===== src/design/wol_map.svh =====
// Register indices, field positions, reset values and timing counts of the wake-on-LAN block
`ifndef WOL_MAP_SVH
`define WOL_MAP_SVH

// ==========================================================================
// Register indices (byte address = 4 * index)
`define WOL_IDX_CONFIG      10'h134
`define WOL_IDX_STATUS      10'h135
`define WOL_IDX_PASSWORD0   10'h139
`define WOL_IDX_PASSWORD1   10'h13a
`define WOL_IDX_PASSWORD2   10'h13b
`define WOL_IDX_IRQ_STATUS  10'h180
`define WOL_IDX_IRQ_MASK    10'h181

// ==========================================================================
// Configuration fields
`define WOL_CFG_MAGIC_EN    0
`define WOL_CFG_PATTERN_EN  1
`define WOL_CFG_BCAST_EN    2
`define WOL_CFG_UCAST_EN    4
`define WOL_CFG_PW_EN       5
`define WOL_CFG_ENHANCED    7
`define WOL_CFG_LEVEL_MODE  8
`define WOL_CFG_LEN_LO      9
`define WOL_CFG_LEN_HI      10
`define WOL_CFG_CLEAR       11
`define WOL_CFG_RW_MASK     16'h07b7
`define WOL_CFG_RESET       16'h0004

// ==========================================================================
// Status fields (same layout in interrupt status and mask)
`define WOL_STS_MAGIC       0
`define WOL_STS_PATTERN     1
`define WOL_STS_BCAST       2
`define WOL_STS_UCAST       4
`define WOL_STS_PW_FAIL     5
`define WOL_STS_MASK        16'h0037
`define WOL_IRQ_MASK_RESET  16'h0000

// ==========================================================================
// Pulse timing: lengths in 125 MHz cycles, converted to 200 MHz cycles
`define WOL_REF_PERIOD_PS   8000
`define WOL_CLK_PERIOD_PS   5000
`define WOL_PULSE_CYC(n)    (((n) * `WOL_REF_PERIOD_PS + `WOL_CLK_PERIOD_PS - 1) / `WOL_CLK_PERIOD_PS)
`define WOL_PULSE_LEN0      8
`define WOL_PULSE_LEN1      16
`define WOL_PULSE_LEN2      32
`define WOL_PULSE_LEN3      64

`endif


===== src/design/wol_pkg.sv =====
// Types shared by the wake-on-LAN configuration block
package wol_pkg;

  // ========================================================================
  // Wake output state
  typedef enum logic [2:0] {
    WAKE_IDLE  = 3'b001,
    WAKE_PULSE = 3'b010,
    WAKE_LEVEL = 3'b100
  } wake_state_t;

  typedef logic [6:0] pulse_cnt_t;

endpackage : wol_pkg


===== src/design/wake_on_lan_receive_config.sv =====
// Wake-on-LAN receive configuration, status and wake output with a Wishbone slave
//
// Summary of operation
// - In pulse mode each wake pulse lasts 8, 16, 32 or 64 reference cycles for length codes 00 to 11.
// - The output level select bit picks level mode when 1 and pulse mode when 0.
// - Writing 1 to the output clear bit drops a level-mode wake output, the bit reads back 0 and does nothing in pulse mode.
// - The enhanced receive enable turns on wake detection, CRC checking and receive timestamp indication.
// - With the password enable set a magic packet counts only when its password matches the stored one.
// - The unicast wake enable lets a valid unicast packet raise a wake.
// - The broadcast wake enable lets a valid broadcast packet raise a wake and resets to 1.
// - The pattern wake enable lets a pattern match raise a wake.
// - The magic wake enable lets a valid magic packet raise a wake.
// - Each received wake event type sets its own status flag that latches high and clears when read.
// - The 48-bit password is loaded as three 16-bit words, lowest bits in the first.

`include "wol_map.svh"

module wake_on_lan_receive_config (
  input  wire logic        clk_i,
  input  wire logic        rst_n_i,
  // Wishbone classic slave
  input  wire logic        wb_cyc_i,
  input  wire logic        wb_stb_i,
  input  wire logic        wb_we_i,
  input  wire logic [11:0] wb_adr_i,
  input  wire logic [3:0]  wb_sel_i,
  input  wire logic [31:0] wb_dat_i,
  output logic      [31:0] wb_dat_o,
  output logic             wb_ack_o,
  // Packet parser events (same clock)
  input  wire logic        magic_det_i,
  input  wire logic [47:0] magic_password_i,
  input  wire logic        pattern_det_i,
  input  wire logic        bcast_det_i,
  input  wire logic        ucast_det_i,
  // Receive path feature enables
  output logic             wake_detect_en_o,
  output logic             crc_check_en_o,
  output logic             rx_timestamp_en_o,
  // Wake and interrupt
  output logic             wake_o,
  output logic             irq_o
);

  // ========================================================================
  // Constants
  typedef wol_pkg::pulse_cnt_t pulse_cnt_t;

  // Reference lengths rounded up to whole bus clocks, never shorter
  localparam pulse_cnt_t PULSE_CYC0 = 7'(`WOL_PULSE_CYC(`WOL_PULSE_LEN0));
  localparam pulse_cnt_t PULSE_CYC1 = 7'(`WOL_PULSE_CYC(`WOL_PULSE_LEN1));
  localparam pulse_cnt_t PULSE_CYC2 = 7'(`WOL_PULSE_CYC(`WOL_PULSE_LEN2));
  localparam pulse_cnt_t PULSE_CYC3 = 7'(`WOL_PULSE_CYC(`WOL_PULSE_LEN3));

  // ========================================================================
  // Declarations
  logic [15:0]          cfg_r;
  logic [15:0]          status_r;
  logic [15:0]          irq_status_r;
  logic [15:0]          irq_mask_r;
  logic [15:0]          password_r [3];
  logic                 ack_r;
  logic [31:0]          rdata_r;
  logic                 req;
  logic                 wr_fire;
  logic                 rd_fire;
  logic [9:0]           idx;
  logic [15:0]          wmask;
  logic [15:0]          rd_mux;
  logic [15:0]          events;
  logic [47:0]          password;
  logic                 magic_ok;
  logic                 wake_event;
  logic                 clear_req;
  logic                 level_mode;
  pulse_cnt_t           pulse_len;
  pulse_cnt_t           pulse_cnt_r;
  wol_pkg::wake_state_t state_r;
  wol_pkg::wake_state_t state_nxt;
  pulse_cnt_t           pulse_cnt_nxt;
  logic [15:0]          cfg_nxt;
  logic [15:0]          status_nxt;
  logic [15:0]          status_clr;
  logic [15:0]          irq_status_nxt;
  logic [15:0]          irq_clr;
  logic [15:0]          irq_mask_nxt;
  logic                 ack_nxt;
  logic [31:0]          rdata_nxt;
  logic                 hit_cfg;
  logic                 hit_sts;
  logic [2:0]           hit_pw;
  logic                 hit_irq_sts;
  logic                 hit_irq_mask;
  logic                 pw_match;
  logic [3:0]           ev_type;
  logic [3:0]           wake_en;
  logic [3:0]           wake_hits;

  // ========================================================================
  // Bus decode
  // Writes and clear-on-read act at the edge where the master samples ack.
  assign req     = wb_cyc_i & wb_stb_i;
  assign idx     = wb_adr_i[11:2];
  assign wr_fire = req & ack_r & wb_we_i;
  assign rd_fire = req & ack_r & ~wb_we_i;
  assign wmask   = {{8{wb_sel_i[1]}}, {8{wb_sel_i[0]}}};
  assign ack_nxt = req & ~ack_r;

  // One hit per mapped register; unmapped indices are still acked
  assign hit_cfg      = idx == `WOL_IDX_CONFIG;
  assign hit_sts      = idx == `WOL_IDX_STATUS;
  assign hit_pw[0]    = idx == `WOL_IDX_PASSWORD0;
  assign hit_pw[1]    = idx == `WOL_IDX_PASSWORD1;
  assign hit_pw[2]    = idx == `WOL_IDX_PASSWORD2;
  assign hit_irq_sts  = idx == `WOL_IDX_IRQ_STATUS;
  assign hit_irq_mask = idx == `WOL_IDX_IRQ_MASK;

  always_ff @(posedge clk_i or negedge rst_n_i) begin
    if (!rst_n_i) begin
      ack_r <= 1'b0;
    end else begin
      ack_r <= ack_nxt;
    end
  end

  always_comb begin
    rd_mux = 16'h0000;
    case (idx)
      `WOL_IDX_CONFIG:     rd_mux = cfg_r & `WOL_CFG_RW_MASK;
      `WOL_IDX_STATUS:     rd_mux = status_r;
      `WOL_IDX_PASSWORD0:  rd_mux = password_r[0];
      `WOL_IDX_PASSWORD1:  rd_mux = password_r[1];
      `WOL_IDX_PASSWORD2:  rd_mux = password_r[2];
      `WOL_IDX_IRQ_STATUS: rd_mux = irq_status_r;
      `WOL_IDX_IRQ_MASK:   rd_mux = irq_mask_r;
      default:             rd_mux = 16'h0000;
    endcase
  end

  // Read data is captured as ack rises and held through the sampling edge
  always_comb begin
    rdata_nxt = rdata_r;
    if (ack_nxt) begin
      rdata_nxt = {16'h0000, rd_mux};
    end
  end

  always_ff @(posedge clk_i or negedge rst_n_i) begin
    if (!rst_n_i) begin
      rdata_r <= 32'h0000_0000;
    end else begin
      rdata_r <= rdata_nxt;
    end
  end

  assign wb_dat_o = rdata_r;
  assign wb_ack_o = ack_r;

  // ========================================================================
  // Configuration register
  // Reserved and self-clearing bits are never stored
  always_comb begin
    cfg_nxt = cfg_r;
    if (wr_fire && hit_cfg) begin
      cfg_nxt = (cfg_r & ~(wmask & `WOL_CFG_RW_MASK)) |
                (wb_dat_i[15:0] & wmask & `WOL_CFG_RW_MASK);
    end
  end

  always_ff @(posedge clk_i or negedge rst_n_i) begin
    if (!rst_n_i) begin
      cfg_r <= `WOL_CFG_RESET;
    end else begin
      cfg_r <= cfg_nxt;
    end
  end

  // Self-clearing: acts only in the write cycle, never stored
  assign clear_req = wr_fire && idx == `WOL_IDX_CONFIG && wb_sel_i[1] &&
                     wb_dat_i[`WOL_CFG_CLEAR];

  assign level_mode        = cfg_r[`WOL_CFG_LEVEL_MODE];
  assign wake_detect_en_o  = cfg_r[`WOL_CFG_ENHANCED];
  assign crc_check_en_o    = cfg_r[`WOL_CFG_ENHANCED];
  assign rx_timestamp_en_o = cfg_r[`WOL_CFG_ENHANCED];

  // ========================================================================
  // Password words
  for (genvar w = 0; w < 3; w++) begin : g_pw
    always_ff @(posedge clk_i or negedge rst_n_i) begin
      if (!rst_n_i) begin
        password_r[w] <= 16'h0000;
      end else if (wr_fire && hit_pw[w]) begin
        password_r[w] <= (password_r[w] & ~wmask) | (wb_dat_i[15:0] & wmask);
      end
    end
  end

  assign password = {password_r[2], password_r[1], password_r[0]};

  // Whole 48-bit compare; a partial match never counts
  assign pw_match = magic_password_i == password;

  // ========================================================================
  // Event qualification
  // Nothing is detected while enhanced receive features are off.
  always_comb begin
    magic_ok = magic_det_i & (~cfg_r[`WOL_CFG_PW_EN] | pw_match);
    events   = 16'h0000;
    if (cfg_r[`WOL_CFG_ENHANCED]) begin
      events[`WOL_STS_MAGIC]   = magic_ok;
      events[`WOL_STS_PATTERN] = pattern_det_i;
      events[`WOL_STS_BCAST]   = bcast_det_i;
      events[`WOL_STS_UCAST]   = ucast_det_i;
      events[`WOL_STS_PW_FAIL] = magic_det_i & ~magic_ok;
    end
  end

  // One enable per wake source; status flags ignore these enables
  assign ev_type[0] = events[`WOL_STS_MAGIC];
  assign ev_type[1] = events[`WOL_STS_PATTERN];
  assign ev_type[2] = events[`WOL_STS_BCAST];
  assign ev_type[3] = events[`WOL_STS_UCAST];
  assign wake_en[0] = cfg_r[`WOL_CFG_MAGIC_EN];
  assign wake_en[1] = cfg_r[`WOL_CFG_PATTERN_EN];
  assign wake_en[2] = cfg_r[`WOL_CFG_BCAST_EN];
  assign wake_en[3] = cfg_r[`WOL_CFG_UCAST_EN];
  assign wake_hits  = ev_type & wake_en;
  assign wake_event = |wake_hits;

  // ========================================================================
  // Receive status, latched high, cleared on read
  // Only bits returned by the read are cleared, so a new event wins.
  assign status_clr = (rd_fire && hit_sts) ? rdata_r[15:0] : 16'h0000;
  assign status_nxt = (status_r & ~status_clr) | events;

  always_ff @(posedge clk_i or negedge rst_n_i) begin
    if (!rst_n_i) begin
      status_r <= 16'h0000;
    end else begin
      status_r <= status_nxt;
    end
  end

  // ========================================================================
  // Interrupt status (write one to clear) and mask
  // An event in the clearing cycle keeps its bit set
  assign irq_clr        = (wr_fire && hit_irq_sts) ? (wb_dat_i[15:0] & wmask) : 16'h0000;
  assign irq_status_nxt = (irq_status_r & ~irq_clr) | events;

  always_ff @(posedge clk_i or negedge rst_n_i) begin
    if (!rst_n_i) begin
      irq_status_r <= 16'h0000;
    end else begin
      irq_status_r <= irq_status_nxt;
    end
  end

  always_comb begin
    irq_mask_nxt = irq_mask_r;
    if (wr_fire && hit_irq_mask) begin
      irq_mask_nxt = (irq_mask_r & ~(wmask & `WOL_STS_MASK)) |
                     (wb_dat_i[15:0] & wmask & `WOL_STS_MASK);
    end
  end

  always_ff @(posedge clk_i or negedge rst_n_i) begin
    if (!rst_n_i) begin
      irq_mask_r <= `WOL_IRQ_MASK_RESET;
    end else begin
      irq_mask_r <= irq_mask_nxt;
    end
  end

  assign irq_o = |(irq_status_r & irq_mask_r);

  // ========================================================================
  // Wake output
  always_comb begin
    case (cfg_r[`WOL_CFG_LEN_HI:`WOL_CFG_LEN_LO])
      2'b00:   pulse_len = PULSE_CYC0;
      2'b01:   pulse_len = PULSE_CYC1;
      2'b10:   pulse_len = PULSE_CYC2;
      2'b11:   pulse_len = PULSE_CYC3;
      default: pulse_len = PULSE_CYC0;
    endcase
  end

  // A new event restarts a running pulse; in level mode a same-cycle
  // event beats the clear. Leaving level mode drops a held level, since
  // the clear has no effect in pulse mode and it could never be released.
  always_comb begin
    state_nxt     = state_r;
    pulse_cnt_nxt = pulse_cnt_r;
    case (state_r)
      wol_pkg::WAKE_IDLE: begin
        if (wake_event && level_mode) begin
          state_nxt = wol_pkg::WAKE_LEVEL;
        end else if (wake_event) begin
          state_nxt     = wol_pkg::WAKE_PULSE;
          pulse_cnt_nxt = pulse_len - 7'h01;
        end
      end
      wol_pkg::WAKE_PULSE: begin
        if (wake_event && level_mode) begin
          state_nxt = wol_pkg::WAKE_LEVEL;
        end else if (wake_event) begin
          pulse_cnt_nxt = pulse_len - 7'h01;
        end else if (pulse_cnt_r == 7'h00) begin
          state_nxt = wol_pkg::WAKE_IDLE;
        end else begin
          pulse_cnt_nxt = pulse_cnt_r - 7'h01;
        end
      end
      wol_pkg::WAKE_LEVEL: begin
        if (!level_mode) begin
          state_nxt = wol_pkg::WAKE_IDLE;
        end else if (clear_req && !wake_event) begin
          state_nxt = wol_pkg::WAKE_IDLE;
        end
      end
      default: begin
        state_nxt     = wol_pkg::WAKE_IDLE;
        pulse_cnt_nxt = 7'h00;
      end
    endcase
  end

  always_ff @(posedge clk_i or negedge rst_n_i) begin
    if (!rst_n_i) begin
      state_r     <= wol_pkg::WAKE_IDLE;
      pulse_cnt_r <= 7'h00;
    end else begin
      state_r     <= state_nxt;
      pulse_cnt_r <= pulse_cnt_nxt;
    end
  end

  assign wake_o = (state_r == wol_pkg::WAKE_PULSE) | (state_r == wol_pkg::WAKE_LEVEL);

endmodule : wake_on_lan_receive_config


===== config.mk =====
export PLATFORM = sky130hd
export DESIGN_NAME = wake_on_lan_receive_config
export DESIGN_NICKNAME = d
export VERILOG_FILES = /design/src/design/wol_pkg.sv /design/src/design/wake_on_lan_receive_config.sv
export VERILOG_INCLUDE_DIRS = /design/src /design/src/design
export SDC_FILE = /design/constraint.sdc
export NUM_CORES = 1
export LEC_CHECK = 0
export BUFFER_PORTS_ARGS = -buffer_cell sky130_fd_sc_hd__buf_2
export CAP_MARGIN = 20
export CORE_MARGIN = 5
export CORE_UTILIZATION = 55
export DETAILED_ROUTE_END_ITERATION = 7
export HOLD_SLACK_MARGIN = 0.1
export PLACE_DENSITY = 0.82
export SETUP_SLACK_MARGIN = 0.3
export SLEW_MARGIN = 10
export SYNTH_ARGS = -nofsm -noshare
export SYNTH_HDL_FRONTEND = slang
export SYNTH_SLANG_ARGS = --single-unit

===== constraint.sdc =====
create_clock -name clk_i -period 2.7 [get_ports clk_i]
set_input_delay 0.135 -clock clk_i [delete_from_list [all_inputs] [get_ports clk_i]]
set_output_delay 0.135 -clock clk_i [all_outputs]
set_load 0.05 [all_outputs]

==> flow_metrics.py <==
metrics = {
    "run_status": {
        "status": "finished, final reports clean",
    },
    "final_layout": {
        "finalNonFillerCells": 886,
        "final_cell_mix": "dfrtp_1, buf_2, mux2_2, nand2_1, o21ai_0",
        "drive_above_1_share_pct": 36.6,
        "final_common_cell": "dfrtp_1",
        "syn_to_final_growth_pct": 28.2,
        "diodes": 0,
        "fin_nets": 843,
    },
    "timing": {
        "fmax_mhz": 400,
        "slew_headroom_pct": 42.8,
        "fin_crit_sh_pct": 92.7,
        "hold_slack_ns": 0.243,
        "finalHoldViolCount": 0,
        "rsz0062_at_grt": "true",
        "finalCriticalPeriod_ns": 2.50,
        "slew_violations": 0,
        "worst_pin_slew_ns": 0.849,
        "setup_viol": 0,
        "finalSetupTns_ns": 0,
        "skew_ns": 0.00606,
    },
    "logic_synthesis": {
        "ys_ff_latch": 121,
        "ys_seq_area_share_pct": 47.7,
        "async_flop_share_pct": 100,
        "synth_compound_area_share_pct": 14.1,
        "ys_warn_count": 0,
        "ys_types": 57,
        "synth-main-ff-cell": "dfrtp_1",
        "synth_edf_count": 0,
        "synth_top_family_by_area": "compound AO/OA/AOI/OAI gates",
        "syn_avg_cell_area_um2": 11.1,
        "synthesis.instances": 573,
        "yosys.area_share.adder_pct": 1.38,
        "synth_area_um2": 6350,
        "yosys.area_share.simple_pct": 11.2,
        "synth.area.mux_share_pct": 14.1,
        "synth_xor_area_share_pct": 7.31,
    },
    "clock_network": {
        "numCtsBuffers": 17,
        "cts_num_sinks": 121,
        "cts_tree": "yes",
        "clock-root-buffer": "clkbuf_16",
        "insertion_delay_ns": 0.42,
        "htreeDepth": 4,
        "clock_path_buffers": 2,
        "path_clk_slew_ns": 0.05,
    },
    "critical_path": {
        "slowest_delay_ns": 0.44,
        "critPathRequiredTime_ns": 3.00,
        "path_buf_inv": 0,
        "startpoint_type": "flop",
        "cpMaxStageDelayCell": "dfrtp_1",
        "critPathArrivalTime_ns": 2.80,
        "path_cells": "xnor2_1 > nand4_1 > nor4_4 > and4b_2 > o311ai_4 > a221oi_4 > nor2_4 > mux2_4",
        "crit_family": "simple AND/OR/NAND/NOR gates",
        "worst-setup-path-type": "reg -> reg",
        "cp-end-kind": "flop",
        "critPathMaxFanout": 5,
    },
    "grt": {
        "track_usage_pct": 26.9,
        "grt_max_degree": 67,
        "gr-max-usage-layer": "met2",
        "grt_pass1_vias": 5610,
        "grt_antenna_before_repair": 0,
        "overflow": 0,
        "gr-usage-met1_pct": 35.7,
        "use_met2_pct": 41.5,
        "use_met3_pct": 6.73,
        "grt_pass1_wl_um": 29700,
    },
    "pwr": {
        "power-per-cell-area_nw_per_um2": 588,
        "power_mw": 4.79,
        "cellLeakagePower_nw": 3.83,
        "peakVddDrop_mv": 0.378,
    },
    "run": {
        "maxCapViolations": 0,
    },
    "die": {
        "ios": 143,
        "start_util_pct": 55.9,
        "rows": 39,
        "die_area_um2": 13800,
        "die_w_um": 117,
        "fp.dieH_um": 117,
        "core-area_um2": 11400,
    },
    "drt": {
        "drcViolationCount": 0,
        "viasPerCell": 6.25,
        "vias": 5535,
        "drtIter0Drc": 618,
        "totalWireLength_um": 19300,
        "route.antenna.remaining_nets": 0,
        "first_pass_iters": 7,
        "wl_per_cell_um": 21.8,
    },
    "placed_design": {
        "routabilityCongestion": 0.879,
        "dp_hpwl_um": 13000,
        "post-place-cells": 822,
        "port_buffers": 106,
    },
    "min_path": {
        "hold_path.class": "in -> reg",
    },
}
routing by layer:
layer | vias to the layer above | routed length, µm
li1 | 2371 | -
met1 | 2680 | 7550
met2 | 397 | 8870
met3 | 87 | 1950
met4 | 0 | 942
met5 | - | 0
power by group:
part / switching, mW / total (mW) / internal, mW
Combinational: 0.311 / 0.518 / 0.207
Sequential: 0.0323 / 1.88 / 1.85
Clock: 0.783 / 2.39 / 1.61
Total: 1.13 / 4.79 / 3.66
what timing repair did:
item	in CTS	in global routing
hold buffers	20	0
gates cloned	0	0
gates resized for setup	14	18
pin swaps	15	17
endpoints found under the hold margin	144	0
setup buffers	8	5
setup endpoints to repair	9	13
layout make-up:
| class | count | area, µm² |
|---|---|---|
| multi-input combinational | 419 | 3260 |
| fill | 712 | 3220 |
| sequential | 121 | 3030 |
| timing repair buffer | 160 | 1010 |
| clock buffer | 23 | 478 |
| tap | 143 | 179 |
| clock inverter | 8 | 143 |
| inverter | 12 | 45.0 |
kinds of logic (layout without fill, tap and decap cells):
family / count (synthesis) / after routing
buf+inv: 48 / 203
compound gates: 127 / 127
simple gates: 136 / 136
mux: 80 / 80
flops: 121 / 121
fa+ha+maj: 7 / 7
other cells: 1 / 16
xor+xnor: 53 / 53
synthesized netlist by cell type (all sizes together) (6+ instances only):
| master | count | area [µm²] |
|---|---|---|
| xor2 | 16 | 140 |
| a221oi | 12 | 123 |
| nor2 | 23 | 93.8 |
| nand3 | 6 | 30.0 |
| ha | 7 | 87.6 |
| o211ai | 6 | 45.0 |
| dfrtp | 119 | 2980 |
| nor4 | 10 | 96.4 |
| inv | 12 | 45.0 |
| mux2 | 66 | 754 |
| a222oi | 7 | 70.1 |
| buf | 24 | 175 |
| clkbuf | 12 | 45.0 |
| a21boi | 22 | 165 |
| o21ai | 38 | 190 |
| a22oi | 6 | 45.0 |
| a21oi | 12 | 60.1 |
| a22o | 8 | 70.1 |
| mux2i | 14 | 140 |
| nand4 | 10 | 62.6 |
| nor3 | 10 | 75.1 |
| xnor2 | 37 | 324 |
| nand2 | 60 | 225 |
stage by stage:
| step | worst slack, ns | instance area [µm²] | util [%] |
|---|---|---|---|
| after floorplan | 0.342 | 6410 | - |
| after CTS | 0.201 | 8030 | 70.6 |
| after global routing | 0.131 | 8150 | 71.7 |
| after global placement | 0.165 | 7060 | 62.1 |
| after detailed placement | 0.0578 | 7060 | 62.1 |
| final | 0.198 | 8150 | 71.7 |
path summary, 6_finish.rpt:
kind                            slack (ns)         start  depth (start not counted)             end
worst max register to register        0.20          flop                          8  pulse_cnt_r[5]
min in group asynchronous             0.36       rst_n_i                          2       async pin
worst max-delay path                  0.20          flop                          8  pulse_cnt_r[5]
worst min-delay path                  0.24   magic_det_i                          4     status_r[0]
worst min register to register        0.48  wb_dat_o[11]                          1    status_r[11]
max in group asynchronous             1.46       rst_n_i                          3       async pin
worst register-to-register path, cell delays in order (launching register included):
cell      delay, ns
dfrtp_1        0.44
xnor2_1        0.21
nand4_1        0.19
nor4_4         0.29
and4b_2        0.36
o311ai_4       0.11
a221oi_4       0.37
nor2_4         0.10
mux2_4         0.31
No activity file was read; power rests on OpenSTA's default activity.
